`config.mk`:
```
export PLATFORM = sky130hd
export DESIGN_NAME = wwdt_top
export DESIGN_NICKNAME = d
export VERILOG_FILES = /design/src/rtl/wwdt_sync3.v /design/src/rtl/wwdt_top.v
export VERILOG_INCLUDE_DIRS = /design/src /design/src/rtl
export SDC_FILE = /design/constraint.sdc
export NUM_CORES = 1
export LEC_CHECK = 0
export ABC_AREA = 1
export BUFFER_PORTS_ARGS = -buffer_cell sky130_fd_sc_hd__clkbuf_2
export CORE_ASPECT_RATIO = 1.75
export CORE_MARGIN = 5
export CORE_UTILIZATION = 45
export DETAILED_ROUTE_END_ITERATION = 7
export GPL_TIMING_DRIVEN = 0
export PLACE_DENSITY = 0.71
export SLEW_MARGIN = 5
export SYNTH_ARGS = -nofsm -noshare
export SYNTH_HDL_FRONTEND = slang
export SYNTH_SLANG_ARGS = --single-unit
```
`constraint.sdc`:
```
create_clock -name SYS_CLK_IN -period 4.8 [get_ports SYS_CLK_IN]
set_input_delay 0.48 -clock SYS_CLK_IN [delete_from_list [all_inputs] [get_ports SYS_CLK_IN]]
set_output_delay 0.48 -clock SYS_CLK_IN [all_outputs]
set_load 0.05 [all_outputs]
```
`src/rtl/wwdt_map.vh`:
```
/*
  Constants for the windowed watchdog: register indices, field positions,
  reset values and timing counts.
  Assumes it is included by bare name from the watchdog design files.
*/
`ifndef WWDT_MAP_VH
`define WWDT_MAP_VH

// Register indices (byte address is four times the index)
`define WWDT_IDX_CTRL        1'h0
`define WWDT_IDX_STATUS      1'h1

// control_reg_a fields
`define WWDT_CTRL_OPEN_LSB   0
`define WWDT_CTRL_OPEN_MSB   3
`define WWDT_CTRL_CLOSED_LSB 4
`define WWDT_CTRL_CLOSED_MSB 7

// Status fields
`define WWDT_STAT_PEND_BIT   0
`define WWDT_STAT_LOCK_BIT   7

// Reset values
`define WWDT_STATUS_RST      8'h00
`define WWDT_CTRL_RST        8'h00

// Length codes
`define WWDT_CODE_OFF        4'h0
`define WWDT_CODE_MAX        4'hB
`define WWDT_LEN_BASE        14'h0008
`define WWDT_LEN_TOP         14'h2000

// Timing counts
`define WWDT_UNLOCK_CYCLES   3'h4
`define WWDT_SYNC_TICKS      2'h2

`endif

```
`src/rtl/wwdt_sync3.v`:
```
/*
  Three-stage synchroniser with agreement filter and rising-edge pulse.
  Assumes an asynchronous level input and one system clock.
*/
`timescale 1ns/100ps
`default_nettype none
module wwdt_sync3 (
  input  wire clk_in,
  input  wire arst_n_in,
  input  wire async_in,
  output reg  level_out,
  output reg  rise_out
);
  reg s1_q;
  reg s2_q;
  reg s3_q;

  always @(posedge clk_in or negedge arst_n_in) begin
    if (!arst_n_in) begin
      s1_q      <= 1'b0;
      s2_q      <= 1'b0;
      s3_q      <= 1'b0;
      level_out <= 1'b0;
      rise_out  <= 1'b0;
    end else begin
      s1_q     <= async_in;
      s2_q     <= s1_q;
      s3_q     <= s2_q;
      rise_out <= 1'b0;
      // Only an agreed value counts, so a metastable sample never toggles
      if (s2_q == s3_q) begin
        level_out <= s3_q;
        rise_out  <= s3_q & ~level_out;
      end
    end
  end
endmodule
`default_nettype wire

```
`src/rtl/wwdt_top.v`:
```
/*
  Windowed watchdog timer with Avalon-MM register slave, change-protect
  unlock, a lock cleared only by a status write during debug halt, fuse boot defaults and a held system reset request.
  Assumes a 20 MHz system clock, a free-running 1.024 kHz tick pin from the
  low-power oscillator, and core-side strobes on the system clock.
*/
// Implementation choices: the Avalon-MM slave port and the address map.
`include "wwdt_map.vh"
`timescale 1ns/100ps
`default_nettype none
module wwdt_top (
  input  wire        SYS_CLK_IN,
  input  wire        ARST_N_IN,
  input  wire        TICK_CLOCK_IN,
  input  wire [7:0]  BOOT_FUSE_CONFIG_IN,
  input  wire        COUNTER_CLEAR_INSTR_IN,
  input  wire        CHANGE_PROTECT_UNLOCK_IN,
  input  wire        DEBUG_HALT_IN,
  input  wire [1:0]  AVS_ADDRESS_IN,
  input  wire        AVS_READ_IN,
  input  wire        AVS_WRITE_IN,
  input  wire [31:0] AVS_WRITEDATA_IN,
  input  wire [3:0]  AVS_BYTEENABLE_IN,
  output reg  [31:0] AVS_READDATA_OUT,
  output reg         AVS_WAITREQUEST_OUT,
  output reg         SYS_RESET_REQ_OUT
);
  // One-hot states; FIRED is left only by device reset
  localparam [5:0] ST_OFF    = 6'h01;
  localparam [5:0] ST_NORMAL = 6'h02;
  localparam [5:0] ST_FIRST  = 6'h04;
  localparam [5:0] ST_CLOSED = 6'h08;
  localparam [5:0] ST_OPEN   = 6'h10;
  localparam [5:0] ST_FIRED  = 6'h20;

  // Code to tick count; reserved codes take the longest length
  function [13:0] len_of;
    input [3:0] code;
    begin
      if (code == `WWDT_CODE_OFF || code > `WWDT_CODE_MAX)
        len_of = `WWDT_LEN_TOP;
      else
        len_of = `WWDT_LEN_BASE << (code - 4'h1);
    end
  endfunction

  function [5:0] start_state;
    input [3:0] open_code;
    input [3:0] closed_code;
    begin
      if (open_code == `WWDT_CODE_OFF)
        start_state = ST_OFF;
      else if (closed_code == `WWDT_CODE_OFF)
        start_state = ST_NORMAL;
      else
        start_state = ST_FIRST;
    end
  endfunction

  // Register select, shared by the write strobes and the read mux
  function is_reg;
    input [1:0] addr;
    input       idx;
    begin
      is_reg = (addr == {1'b0, idx});
    end
  endfunction

  wire tick_en;

  reg        boot_q;
  reg  [7:0] ctrl_q;
  reg  [7:0] ctrl_d;
  reg        lock_q;
  reg        lock_d;
  reg  [2:0] unlock_q;
  reg  [2:0] unlock_d;
  reg        pend_q;
  reg        pend_d;
  reg  [1:0] sync_q;
  reg  [1:0] sync_d;
  reg  [7:0] act_q;
  reg  [7:0] act_d;
  reg  [5:0] st_q;
  reg  [5:0] st_d;
  reg [13:0] cnt_q;
  reg [13:0] cnt_d;
  reg        clr_q;
  reg        clr_d;
  reg        rst_d;
  reg        wait_d;
  reg [31:0] rdata_d;

  wire [3:0]  act_open   = act_q[`WWDT_CTRL_OPEN_MSB:`WWDT_CTRL_OPEN_LSB];
  wire [3:0]  act_closed = act_q[`WWDT_CTRL_CLOSED_MSB:`WWDT_CTRL_CLOSED_LSB];
  wire [13:0] open_last   = len_of(act_open) - 14'h0001;
  wire [13:0] closed_last = len_of(act_closed) - 14'h0001;

  wire bus_req = AVS_READ_IN | AVS_WRITE_IN;
  wire bus_acc = bus_req & ~AVS_WAITREQUEST_OUT;
  wire wr_acc  = bus_acc & AVS_WRITE_IN & AVS_BYTEENABLE_IN[0];
  // Writes count only on the accept edge, byte lane 0
  wire wr_ctrl = wr_acc & is_reg(AVS_ADDRESS_IN, `WWDT_IDX_CTRL);
  wire wr_stat = wr_acc & is_reg(AVS_ADDRESS_IN, `WWDT_IDX_STATUS);
  wire unlocked = (unlock_q != 3'h0);

  // Oscillator tick is asynchronous; only its synchronised rise counts
  wwdt_sync3 u_tick (
    .clk_in    (SYS_CLK_IN),
    .arst_n_in (ARST_N_IN),
    .async_in  (TICK_CLOCK_IN),
    .level_out (),
    .rise_out  (tick_en)
  );

  // Register side: unlock window, lock, control, crossing of writes
  always @* begin
    ctrl_d   = ctrl_q;
    lock_d   = lock_q;
    unlock_d = unlock_q;
    pend_d   = pend_q;
    sync_d   = sync_q;
    act_d    = act_q;

    // Unlock window runs down one cycle at a time
    if (unlock_q != 3'h0)
      unlock_d = unlock_q - 3'h1;
    if (CHANGE_PROTECT_UNLOCK_IN)
      unlock_d = `WWDT_UNLOCK_CYCLES;

    // Fuse matters only on the first edge after reset
    if (boot_q) begin
      ctrl_d = BOOT_FUSE_CONFIG_IN;
      act_d  = BOOT_FUSE_CONFIG_IN;
      lock_d = (BOOT_FUSE_CONFIG_IN[`WWDT_CTRL_OPEN_MSB:`WWDT_CTRL_OPEN_LSB] != `WWDT_CODE_OFF);
    end else begin
      // Locked, still-crossing or unprotected control writes are dropped silently; status writes need only the unlock
      if (wr_ctrl && unlocked && !lock_q && !pend_q) begin
        ctrl_d   = AVS_WRITEDATA_IN[7:0];
        pend_d   = 1'b1;
        sync_d   = 2'h0;
        unlock_d = 3'h0;
      end
      if (wr_stat && unlocked) begin
        unlock_d = 3'h0;
        if (AVS_WRITEDATA_IN[`WWDT_STAT_LOCK_BIT])
          lock_d = 1'b1;
        else if (DEBUG_HALT_IN)
          lock_d = 1'b0;
      end

      // Two tick edges settle the value before timing uses it
      if (pend_q && tick_en) begin
        if (sync_q == `WWDT_SYNC_TICKS - 2'h1) begin
          pend_d = 1'b0;
          act_d  = ctrl_q;
        end else begin
          sync_d = sync_q + 2'h1;
        end
      end
    end
  end

  // Timer side, advanced only on tick enables
  always @* begin
    st_d  = st_q;
    cnt_d = cnt_q;
    clr_d = clr_q;
    rst_d = SYS_RESET_REQ_OUT;
    // Clear waits for the next tick, like the core-to-tick crossing
    if (COUNTER_CLEAR_INSTR_IN)
      clr_d = 1'b1;
    if (st_q == ST_FIRED) begin
      rst_d = 1'b1;
    end else if (boot_q || DEBUG_HALT_IN || (pend_q && tick_en && pend_d == 1'b0)) begin
      // Halt or new settings restart timing from scratch
      st_d  = start_state(boot_q ? BOOT_FUSE_CONFIG_IN[3:0] : act_d[3:0],
                          boot_q ? BOOT_FUSE_CONFIG_IN[7:4] : act_d[7:4]);
      cnt_d = 14'h0000;
      clr_d = 1'b0;
    end else if (tick_en) begin
      // A clear arriving in this cycle is kept for the next tick
      clr_d = COUNTER_CLEAR_INSTR_IN;
      cnt_d = cnt_q + 14'h0001;

      // Every tick outside OFF ages the count; a pending clear acts first
      case (st_q)
        ST_OFF: begin
          cnt_d = 14'h0000;
        end
        ST_NORMAL, ST_FIRST: begin
          if (clr_q) begin
            cnt_d = 14'h0000;
            if (st_q == ST_FIRST)
              st_d = ST_CLOSED;
          end else if (cnt_q == open_last) begin
            st_d = ST_FIRED;
          end
        end
        ST_CLOSED: begin
          if (clr_q) begin
            st_d = ST_FIRED;
          end else if (cnt_q == closed_last) begin
            st_d  = ST_OPEN;
            cnt_d = 14'h0000;
          end
        end
        ST_OPEN: begin
          if (clr_q) begin
            st_d  = ST_CLOSED;
            cnt_d = 14'h0000;
          end else if (cnt_q == open_last) begin
            st_d = ST_FIRED;
          end
        end
        default: begin
          st_d  = ST_OFF;
          cnt_d = 14'h0000;
        end
      endcase
    end
  end

  // Avalon slave: one wait cycle, answer on the second edge
  always @* begin
    wait_d  = 1'b1;
    rdata_d = 32'h00000000;
    if (bus_req && AVS_WAITREQUEST_OUT) begin
      wait_d = 1'b0;
      if (is_reg(AVS_ADDRESS_IN, `WWDT_IDX_CTRL))
        rdata_d = {24'h000000, ctrl_q};
      else if (is_reg(AVS_ADDRESS_IN, `WWDT_IDX_STATUS))
        rdata_d = {24'h000000, lock_q, 6'h00, pend_q};
    end
  end

  always @(posedge SYS_CLK_IN or negedge ARST_N_IN) begin
    if (!ARST_N_IN) begin
      boot_q              <= 1'b1;
      ctrl_q              <= `WWDT_CTRL_RST;
      lock_q              <= 1'b0;
      unlock_q            <= 3'h0;
      pend_q              <= 1'b0;
      sync_q              <= 2'h0;
      act_q               <= `WWDT_CTRL_RST;
      st_q                <= ST_OFF;
      cnt_q               <= 14'h0000;
      clr_q               <= 1'b0;
      SYS_RESET_REQ_OUT   <= 1'b0;
      AVS_WAITREQUEST_OUT <= 1'b1;
      AVS_READDATA_OUT    <= 32'h00000000;
    end else begin
      boot_q              <= 1'b0;
      ctrl_q              <= ctrl_d;
      lock_q              <= lock_d;
      unlock_q            <= unlock_d;
      pend_q              <= pend_d;
      sync_q              <= sync_d;
      act_q               <= act_d;
      st_q                <= st_d;
      cnt_q               <= cnt_d;
      clr_q               <= clr_d;
      SYS_RESET_REQ_OUT   <= rst_d | (st_d == ST_FIRED);
      AVS_WAITREQUEST_OUT <= wait_d;

      // Read data held between accesses
      if (!wait_d)
        AVS_READDATA_OUT <= rdata_d;
    end
  end
endmodule
`default_nettype wire

```
==> impl_metrics.tcl, run 1 <==
set metrics [dict create \
    status "finished, final reports clean" \
    numCtsBuffers 9 \
    hold_viol_final 0 \
    hp-class "primary input to asynchronous set/reset pin" \
    start_util_pct 45.87 \
    ios 88 \
    rr_startpoint "act_q[1]" \
    synthMuxAreaShare_pct 0 \
    core_area_um2 9094 \
    setup_tns_ns 0 \
    routed_wl_um 11180 \
    clockBufferDepth 2 \
    firstDrtPassIters 4 \
    peakVddDrop_uv 285.4 \
    die_y_um 137.4 \
    post_drt_wl_per_cell_um 14.05 \
    yosys.area.top_type_share_pct 34.19 \
    critPathLaunchType "flop" \
    skew_ns 0.006944 \
    ys_ff_latch 60 \
    clock-root-buffer "clkbuf_16" \
    gr-usage-all-layers_pct 21.40 \
    die_area_um2 11370 \
    relSlewSlack_pct 45.54 \
    hold_buffers 0 \
    reg2reg_depth 18 \
    synthDistinctLibCells 42 \
    reg2reg_to "SYS_RESET_REQ_OUT" \
    cts_sinks 60 \
    end_kind "flop" \
    layout_min_cycle_time_ns 2.703 \
    synth_top_family_by_area "simple AND/OR/NAND/NOR gates" \
    die_w_um 82.78 \
    htree_levels 3 \
    placed_cell_area_um2 4594 \
    route.detailed.drc 0 \
    synth_area_leaders "dfrtp_1 (34%), nand2_1 (14%), nand3_1 (7.8%)" \
    synthSimpleGateAreaFrac_pct 37.22 \
    setup_viol 0 \
    ant_nets 0 \
    port_buffers 36 \
    critPathKind "flop to flop" \
    cts_setup_buffers 0 \
    synth_adder_area_share_pct 2.040 \
    min_period_over_period_pct 56.31 \
    grt_pass1_wl_um 18560 \
    dp_hpwl_um 8852 \
    cp.arrival_ns 2.95 \
    synth_largest_area_cell "dfrtp_1" \
    max_freq_mhz 370.0 \
    n_antenna_cell 0 \
    regToRegSetupSlack_ns 2.10 \
    syn_inst 601 \
    synth-seq-area-share_pct 36.08 \
    first_iter_violations 268 \
    via_per_inst 5.160 \
    path_max_fanout 10 \
    synth_compound_area_share_pct 9.568 \
    grt_pass1_vias 4134 \
    cts_resized 0 \
    finalMaxSlewViolations 0 \
    grt_max_degree 61 \
    final_nets 732 \
    grt_antenna_before_repair 0 \
    design_area_um2 4920 \
    required_ns 5.05 \
    maxCapViolCount 0 \
    cts_tree "built" \
    yosys_warnings 0 \
    area_growth_pct 17.94 \
    clk_transition_reported_paths_ns 0.05 \
    power_density_nw_per_um2 357.4 \
    dr_total_vias 4107 \
    avgSynthCellArea_um2 6.941 \
    rsz0062_at_grt "no" \
    routabilityCongestion 0.9436 \
    clk_latency_ns 0.33 \
    power_leakage_nw 2.670 \
    grt.overflow.total 0 \
    core.rowCount 46 \
    drive_gt1_share_pct 17.46 \
    final_util_pct 54.10 \
    worstMarginPinSlew_ns 0.8169 \
    final_cells 796 \
    dpl.cell_count 781 \
    synth_area_um2 4172 \
    synthXorXnorAreaFrac_pct 2.280 \
]
per-layer routing:
| layer | vias to the layer above | GRT usage (%) | part of all wire (%) |
|---|---|---|---|
| met3 | 33 | 3.599 | 4.6 |
| li1 | 2050 | - | - |
| met4 | 0 | 12.55 | 4.6 |
| met1 | 1885 | 20.30 | 35 |
| met5 | - | 0 | 0 |
| met2 | 139 | 40.98 | 56 |
power breakdown:
part	internal [mW]	total [mW]	switching [mW]
logic	0.139	0.451	0.312
clock network	0.478	0.703	0.224
registers	0.556	0.604	0.0482
layout make-up:
class	instances	area, um^2
fill	871	4174
multi-input combinational	451	2226
sequential	60	1505
inverter	81	306.5
clock buffer	11	252.7
buffer	33	224.0
timing repair buffer	36	182.7
tap	120	150.1
clock inverter	4	72.57
per-stage QoR:
stage | power, mW | hold WS [ns] | worst slack, ns
after global placement | 1.047 | 0.3322 | 2.166
after global routing | 1.851 | 0.2579 | 1.717
after detailed placement | 1.059 | 0.3411 | 2.134
final | 1.759 | 0.2577 | 2.097
after CTS | 1.766 | 0.2506 | 2.087
after floorplan | 0.9483 | 0.1844 | 2.556
cells in the final DEF, fill, tap and decap left out, drive strengths merged:
cell type	count
nor2	80
a31oi	4
o31ai	3
o221ai	1
nor3	8
ha	6
dfrtp	57
conb	25
o311ai	1
nand2	159
o21a	1
or2	2
nor4	3
xor2	10
bufinv	2
a211oi	1
o21ai	30
nor2b	1
clkinv	1
o21bai	1
inv	81
o32ai	2
buf	29
a21oi	12
nand3	68
o211ai	2
nand3b	2
clkbuf	51
clkinvlp	1
dfstp	3
o22ai	11
nand4	17
maj3	1
logic make-up (layout without fill, tap and decap cells):
group                      after synthesis  count (layout)
AOI/OAI and AO/OA                       69              69
DFF                                     60              60
adders and majority gates                7               7
and+or+nand+nor                        340             340
buffers and inverters                  114             165
other                                    1              25
xor gates and xnor gates                10              10
Yosys cell counts:
master,count
a21oi_1,12
clkbuf_1,4
nand2_2,7
o21ai_1,7
nand3_2,3
o32ai_1,2
nor4_1,3
buf_1,1
a31oi_1,4
dfrtp_1,57
or2_2,2
o311ai_0,1
nand2_1,151
nand3b_1,2
a211oi_1,1
o221ai_1,1
o22ai_1,11
o31ai_1,3
o211ai_1,2
o21ai_0,23
nor2_1,66
inv_2,6
maj3_1,1
o21bai_1,1
xor2_1,9
nand4_2,1
o21a_1,1
nor2b_1,1
nor2_2,7
nand3_1,65
conb_1,1
inv_4,1
xor2_2,1
nand2_4,1
ha_1,6
buf_4,26
buf_2,2
nor3_1,8
inv_1,74
dfstp_2,3
nor2_4,7
nand4_1,16
state kept, by name (all words and copies together), names as in the netlist, 2 cells and up:
register          count
cnt_q                14
AVS_READDATA_OUT      8
st_q                  6
sync_q                2
act_q                 8
ctrl_q                8
unlock_q              3
how the worst max path moves through the flow:
| stage | from | end | slack, ns | cells past startpoint |
|---|---|---|---|---|
| after floorplan | act_q[1] | SYS_RESET_REQ_OUT | 2.56 | 20 |
| after global placement | act_q[1] | SYS_RESET_REQ_OUT | 2.17 | 18 |
| after detailed placement | act_q[1] | SYS_RESET_REQ_OUT | 2.13 | 18 |
| after CTS | act_q[1] | SYS_RESET_REQ_OUT | 2.09 | 18 |
| after global routing | act_q[1] | SYS_RESET_REQ_OUT | 1.72 | 20 |
| final | act_q[1] | SYS_RESET_REQ_OUT | 2.10 | 18 |
critical path, cell delays in order (launching register included):
cell      delay, ns
dfrtp_1        0.35
buf_2          0.19
nor2_2         0.24
nand2_1        0.11
ha_1           0.20
buf_2          0.16
inv_1          0.08
nand3_1        0.12
nand2_1        0.09
nand2_1        0.05
nand2_1        0.15
nand3_1        0.09
nor2_1         0.12
nand4_1        0.12
nand3_1        0.11
nand2_1        0.10
nor2_2         0.12
nand3_1        0.08
o21bai_1       0.14
Power figures use the tool's default switching activity.
==> run 2, diff against run 1 <==
clock period = 2.8 ns   (was 4.8 ns; I/O delays follow)
==> run 2 against run 1 <==
Count of clock-buffer cells in the layout stayed put; core utilization grew 0.72 points; die area unchanged; critical path type unchanged; sequential power increased by 72%; hold slack got worse by 0.20 ns; design area is 1.3% higher; sequential share of layout area is 0.27 points lower; non-clock buffer count up 5; via count rose by 0.78%; critical endpoint is now cnt_q[10]; sequential cell count stayed put; worst setup slack got worse by 1.8 ns.
==> impl_metrics.tcl, run 2 (synthesis results as in run 1) <==
set metrics [dict create \
    power_density_nw_per_um2 610.1 \
    skew_ns 0.005448 \
    routed_wl_um 11240 \
    ant_nets 0 \
    largest_register_ffs 14 \
    dr_total_vias 4139 \
    clk_transition_reported_paths_ns 0.05 \
    cp_common_cell "nand2_1" \
    core_area_um2 9094 \
    cts_tree "built" \
    drive_gt1_share_pct 19.09 \
    path_cells "inv_2 -> nor2_4 -> nand2_1 -> ha_2 -> inv_1 -> nor2_1 -> nand3_1 -> nand2_1 -> inv_1 -> nor2_1 -> nand3_1 -> nor2_2 -> nand2_2 -> nand2_1 -> nand2_1 -> nand4_2 -> buf_4 -> o22ai_1" \
    hp-class "primary input to flop" \
    final_nets 737 \
    worstMarginPinSlew_ns 0.8303 \
    end_kind "flop" \
    grt.overflow.total 0 \
    maxCapViolCount 0 \
    numCtsBuffers 9 \
    layout_min_cycle_time_ns 2.549 \
    finalMaxSlewViolations 0 \
    status "finished, final reports clean" \
    routabilityCongestion 0.9436 \
    core.rowCount 46 \
    critPathLaunchType "flop" \
    ios 88 \
    path_max_fanout 10 \
    clk_latency_ns 0.33 \
    power.share.combinational_pct 26.2 \
    p_clk_share_pct 39.7 \
    slowest_delay_ns 0.45 \
    switchingPower_mw 1.011 \
    nFillCells 866 \
    p_total_mw 3.041 \
    gr-usage-all-layers_pct 21.40 \
    clockBufferDepth 2 \
    cts_sinks 60 \
    min_period_over_period_pct 91.05 \
    final_common_cell "nand2_1" \
    firstDrtPassIters 8 \
    pwr-share-seq_pct 34.2 \
    n_antenna_cell 0 \
    required_ns 2.98 \
    area_growth_pct 19.50 \
    first_iter_violations 228 \
    clock-root-buffer "clkbuf_16" \
    via_per_inst 5.167 \
    final_cell_mix "nand2_1 (150), inv_1 (74), nor2_1 (66), nand3_1 (65), dfrtp_1 (52)" \
    cpMaxStageDelayCell "dfrtp_2" \
    cp.arrival_ns 2.73 \
    regArea_um2 1511 \
    design_area_um2 4985 \
    post_drt_wl_per_cell_um 14.03 \
    critPathKind "flop to flop" \
    hold_buffers 0 \
    max_freq_mhz 392.3 \
    placed_cell_area_um2 4594 \
    hold_viol_final 0 \
    htree_levels 3 \
    grt_pass1_wl_um 18560 \
    final_cells 801 \
    port_buffers 36 \
    top_register "cnt_q" \
    grt_antenna_before_repair 0 \
    multiInputGateArea_um2 2241 \
    route.detailed.drc 0 \
    p_int_mw 2.031 \
    dpl.cell_count 781 \
    die_y_um 137.4 \
    die_area_um2 11370 \
    die_w_um 82.78 \
    swShare_pct 33.23 \
    setup_viol 0 \
    regToRegSetupSlack_ns 0.25 \
    peakVddDrop_uv 487.7 \
    power_leakage_nw 2.693 \
    start_util_pct 45.87 \
    grt_pass1_vias 4134 \
    dp_hpwl_um 8852 \
    grt_max_degree 61 \
    relSlewSlack_pct 44.64 \
]
run 2: cell count changes in the layout (fill, tap and decap cells not counted), moves of 2 or more:
cell | previous run | this run
buf_4 | 26 | 31
dfrtp_1 | 57 | 52
dfrtp_2 | 0 | 5
nor2_2 | 7 | 5
nor2_4 | 7 | 9
run 2: power groups by stage:
stage | Combinational (mW) | Clock (mW) | Sequential, mW
6_report | 0.795 | 1.21 | 1.04
5_1_grt | 0.887 | 1.26 | 1.05
4_1_cts | 0.774 | 1.22 | 1.03
3_5_place_dp | 0.767 | 0 | 1.05
3_3_place_gp | 0.752 | 0 | 1.04
2_1_floorplan | 0.540 | 0 | 1.09
run 2: area by class of cell:
class                           instances  area share, %
Buffer                                 33          4.618
Multi-Input combinational cell        451          44.95
Clock buffer                           11          5.070
Tap cell                              120          3.012
Clock inverter                          4          1.456
Timing Repair Buffer                   41          4.418
Inverter                               81          6.150
Sequential cell                        60          30.32
run 2: layer usage:
metal	GRT usage [%]	wire length, um	up-vias
met4	12.55	610	0
met5	0	0	-
met1	20.30	3831	1883
met3	3.599	534	43
li1	-	-	2059
met2	40.98	6260	154
run 2: stage by stage:
| step | hold WS, ns | util (%) | TNS, ns | setup slack (ns) |
|---|---|---|---|---|
| 2_1_floorplan | -0.01559 | - | 0 | 0.5563 |
| 3_3_place_gp | 0.3322 | 50.50 | 0 | 0.1662 |
| 3_5_place_dp | 0.3411 | 50.52 | 0 | 0.1339 |
| 4_1_cts | 0.05059 | 54.10 | 0 | 0.08743 |
| 5_1_grt | 0.05792 | 54.82 | -0.001596 | -0.001596 |
| 6_report | 0.05797 | 54.82 | 0 | 0.2507 |
run 2: timing repair:
| action | 4_1_cts | 5_1_grt |
|---|---|---|
| buffers inserted | 0 | 5 |
| gates resized for setup | 0 | 12 |
| setup endpoints to repair | 0 | 13 |
run 2: final timing paths:
check,start,end,depth (start not counted)
max,act_q[4],cnt_q[10],18
min,TICK_CLOCK_IN,u_tick.s1_q,1
max reg2reg,act_q[4],cnt_q[10],18
min reg2reg,u_tick.s1_q,u_tick.s2_q,0
max in group asynchronous,ARST_N_IN,act_q[7],1
min in group asynchronous,ARST_N_IN,unlock_q[2],1
run 2: worst max-delay path: cells and delay by family, from the launching register on:
family                   cells  cell delay, ns
flip-flops                   1            0.45
AND/OR/NAND/NOR             12            1.23
buffers and inverters        4            0.41
AO/OA/AOI/OAI                1            0.10
adder cells (fa/ha/maj)      1            0.21
==> run 3, diff against run 2 <==
CORE_ASPECT_RATIO = unset   (was 1.75)
MAX_ROUTING_LAYER = met4   (was unset)
==> run 3 against run 2 <==
Design area down 1.4%; fmax up 1.0%; total power down 8.5%; count of clock-buffer cells in the layout down 1; hold slack worse by 0.018 ns; routed wire length down 6.5%; sequential power about the same; first-iteration DRC count down 14%.
==> impl_metrics.tcl, run 3 (synthesis results as in run 1) <==
set metrics [dict create \
    route.detailed.drc 0 \
    regToRegSetupSlack_ns 0.28 \
    max_freq_mhz 396.2 \
    largest_register_ffs 14 \
    layout_setup_ws_ns 0.2762 \
    die_area_um2 11300 \
    reg2reg_depth 18 \
    grt.overflow.total 0 \
    cts_tree "built" \
    grt_pass1_vias 3786 \
    clock-root-buffer "clkbuf_8" \
    power_leakage_nw 2.668 \
    holdPathStages 1 \
    clk_latency_ns 0.34 \
    min_period_over_period_pct 90.14 \
    cpMaxStageDelayCell "dfrtp_2" \
    required_ns 3.00 \
    rsz0062_at_grt "no" \
    htree_levels 3 \
    dr_total_vias 4102 \
    routabilityCongestion 0.8827 \
    area_growth_pct 17.82 \
    core_area_um2 9153 \
    top_register "cnt_q" \
    ant_nets 0 \
    peakVddDrop_uv 399.4 \
    grt_max_degree 61 \
    n_antenna_cell 0 \
    end_kind "flop" \
    port_buffers 36 \
    layout_min_cycle_time_ns 2.524 \
    setup_viol 0 \
    switchingPower_mw 0.9743 \
    final_cells 796 \
    maxCapViolCount 0 \
    pwr-share-seq_pct 37.0 \
    final_common_cell "nand2_1" \
    path_max_fanout 10 \
    rr_startpoint "act_q[7]" \
    p_int_mw 1.808 \
    swShare_pct 35.01 \
    start_util_pct 45.58 \
    hp-class "primary input to flop" \
    dpl.cell_count 772 \
    hp-start "TICK_CLOCK_IN" \
    clockBufferDepth 2 \
    clk_transition_reported_paths_ns 0.07 \
    crit_start "act_q[7]" \
    grt_pass1_wl_um 17520 \
    hold_viol_final 0 \
    path_cells "nor2_4 -> nand2_1 -> ha_1 -> inv_1 -> nand2_1 -> nand2_1 -> inv_1 -> nand2_1 -> nand3_1 -> nor2_1 -> nand3_1 -> nor2_4 -> nand2_2 -> nand2_1 -> nand2_1 -> nand4_2 -> buf_6 -> o22ai_1" \
    firstDrtPassIters 4 \
    die_y_um 106.3 \
    slowest_delay_ns 0.48 \
    cp.arrival_ns 2.72 \
    numCtsBuffers 9 \
    skew_ns 0.01020 \
    setup_tns_ns 0 \
    worstMarginPinSlew_ns 0.8293 \
    drive_gt1_share_pct 19.27 \
    min_to "u_tick.s1_q" \
    via_per_inst 5.153 \
    ios 88 \
    p_clk_share_pct 34.1 \
    critPathLaunchType "flop" \
    final_nets 740 \
    post-place-ws_ns 0.1381 \
    power_density_nw_per_um2 566.2 \
    routed_wl_um 10510 \
    dp_hpwl_um 8331 \
    core.rowCount 35 \
    gr-usage-all-layers_pct 19.55 \
    grt_antenna_before_repair 0 \
    reg2reg_to "cnt_q[7]" \
    final_cell_mix "nand2_1 (151), inv_1 (74), nor2_1 (66), nand3_1 (65), dfrtp_1 (51)" \
    relSlewSlack_pct 44.71 \
    power.share.combinational_pct 28.9 \
    die_w_um 106.3 \
    cts_sinks 60 \
    cp_common_cell "nand2_1" \
    finalMaxSlewViolations 0 \
    status "finished, final reports clean" \
    first_iter_violations 195 \
    post_drt_wl_per_cell_um 13.20 \
    critPathKind "flop to flop" \
    hold_buffers 0 \
]
[run 3: worst max path at each step]
| stage | to | slack (ns) | cells after the start |
|---|---|---|---|
| finish | cnt_q[7] | 0.28 | 18 |
| global route | SYS_RESET_REQ_OUT | 0.001 | 20 |
| CTS | cnt_q[10] | 0.10 | 19 |
| detailed placement | cnt_q[10] | 0.14 | 19 |
| global placement | SYS_RESET_REQ_OUT | 0.18 | 20 |
| floorplan | SYS_RESET_REQ_OUT | 0.56 | 20 |
[run 3: cell type report]
class                      count  area (um^2)
tap                          111        138.9
buffer                        33        234.0
multi-input combinational    451         2241
fill                         895         4238
sequential                    60         1513
timing repair buffer          44        242.7
clock buffer                  10        127.6
inverter                      81        306.5
clock inverter                 6        111.4
[run 3: power by group through the flow]
stage                     registers (mW)  clock network (mW)  logic (mW)
after floorplan                     1.09                   0       0.540
after global placement              1.04                   0       0.743
after detailed placement            1.05                   0       0.764
after CTS                           1.03               0.960       0.768
after global routing                1.04                1.00       0.898
final                               1.03               0.949       0.803
[run 3: critical path, delay by kind of cell, from the launching register on]
family                   cells  cell delay [ns]
AND/OR/NAND/NOR             13             1.23
flip-flops                   1             0.48
buffers and inverters        3             0.33
adder cells (fa/ha/maj)      1             0.27
AO/OA/AOI/OAI                1             0.07
[run 3: layer usage]
| metal | vias to the layer above | global-route usage, % | wire (um) |
|---|---|---|---|
| li1 | 2067 | - | - |
| met1 | 1900 | 25.99 | 4963 |
| met2 | 118 | 30.77 | 4922 |
| met3 | 17 | 4.007 | 516 |
| met4 | 0 | 4.810 | 105 |
| met5 | - | - | 0 |
[run 3: through the flow]
step	utilization, %	area [um^2]	hold WS, ns	total power [mW]
4_1_cts	52.69	4822	0.02405	2.758
2_1_floorplan	-	4262	-0.01559	1.626
3_5_place_dp	50.08	4583	0.3394	1.810
5_1_grt	53.70	4915	0.02817	2.944
3_3_place_gp	50.05	4581	0.3437	1.785
6_report	53.70	4915	0.03975	2.783
[run 3: repair_timing]
item,in CTS,in global routing
resized for setup,0,13
setup endpoints to repair,0,13
buffers inserted,0,8
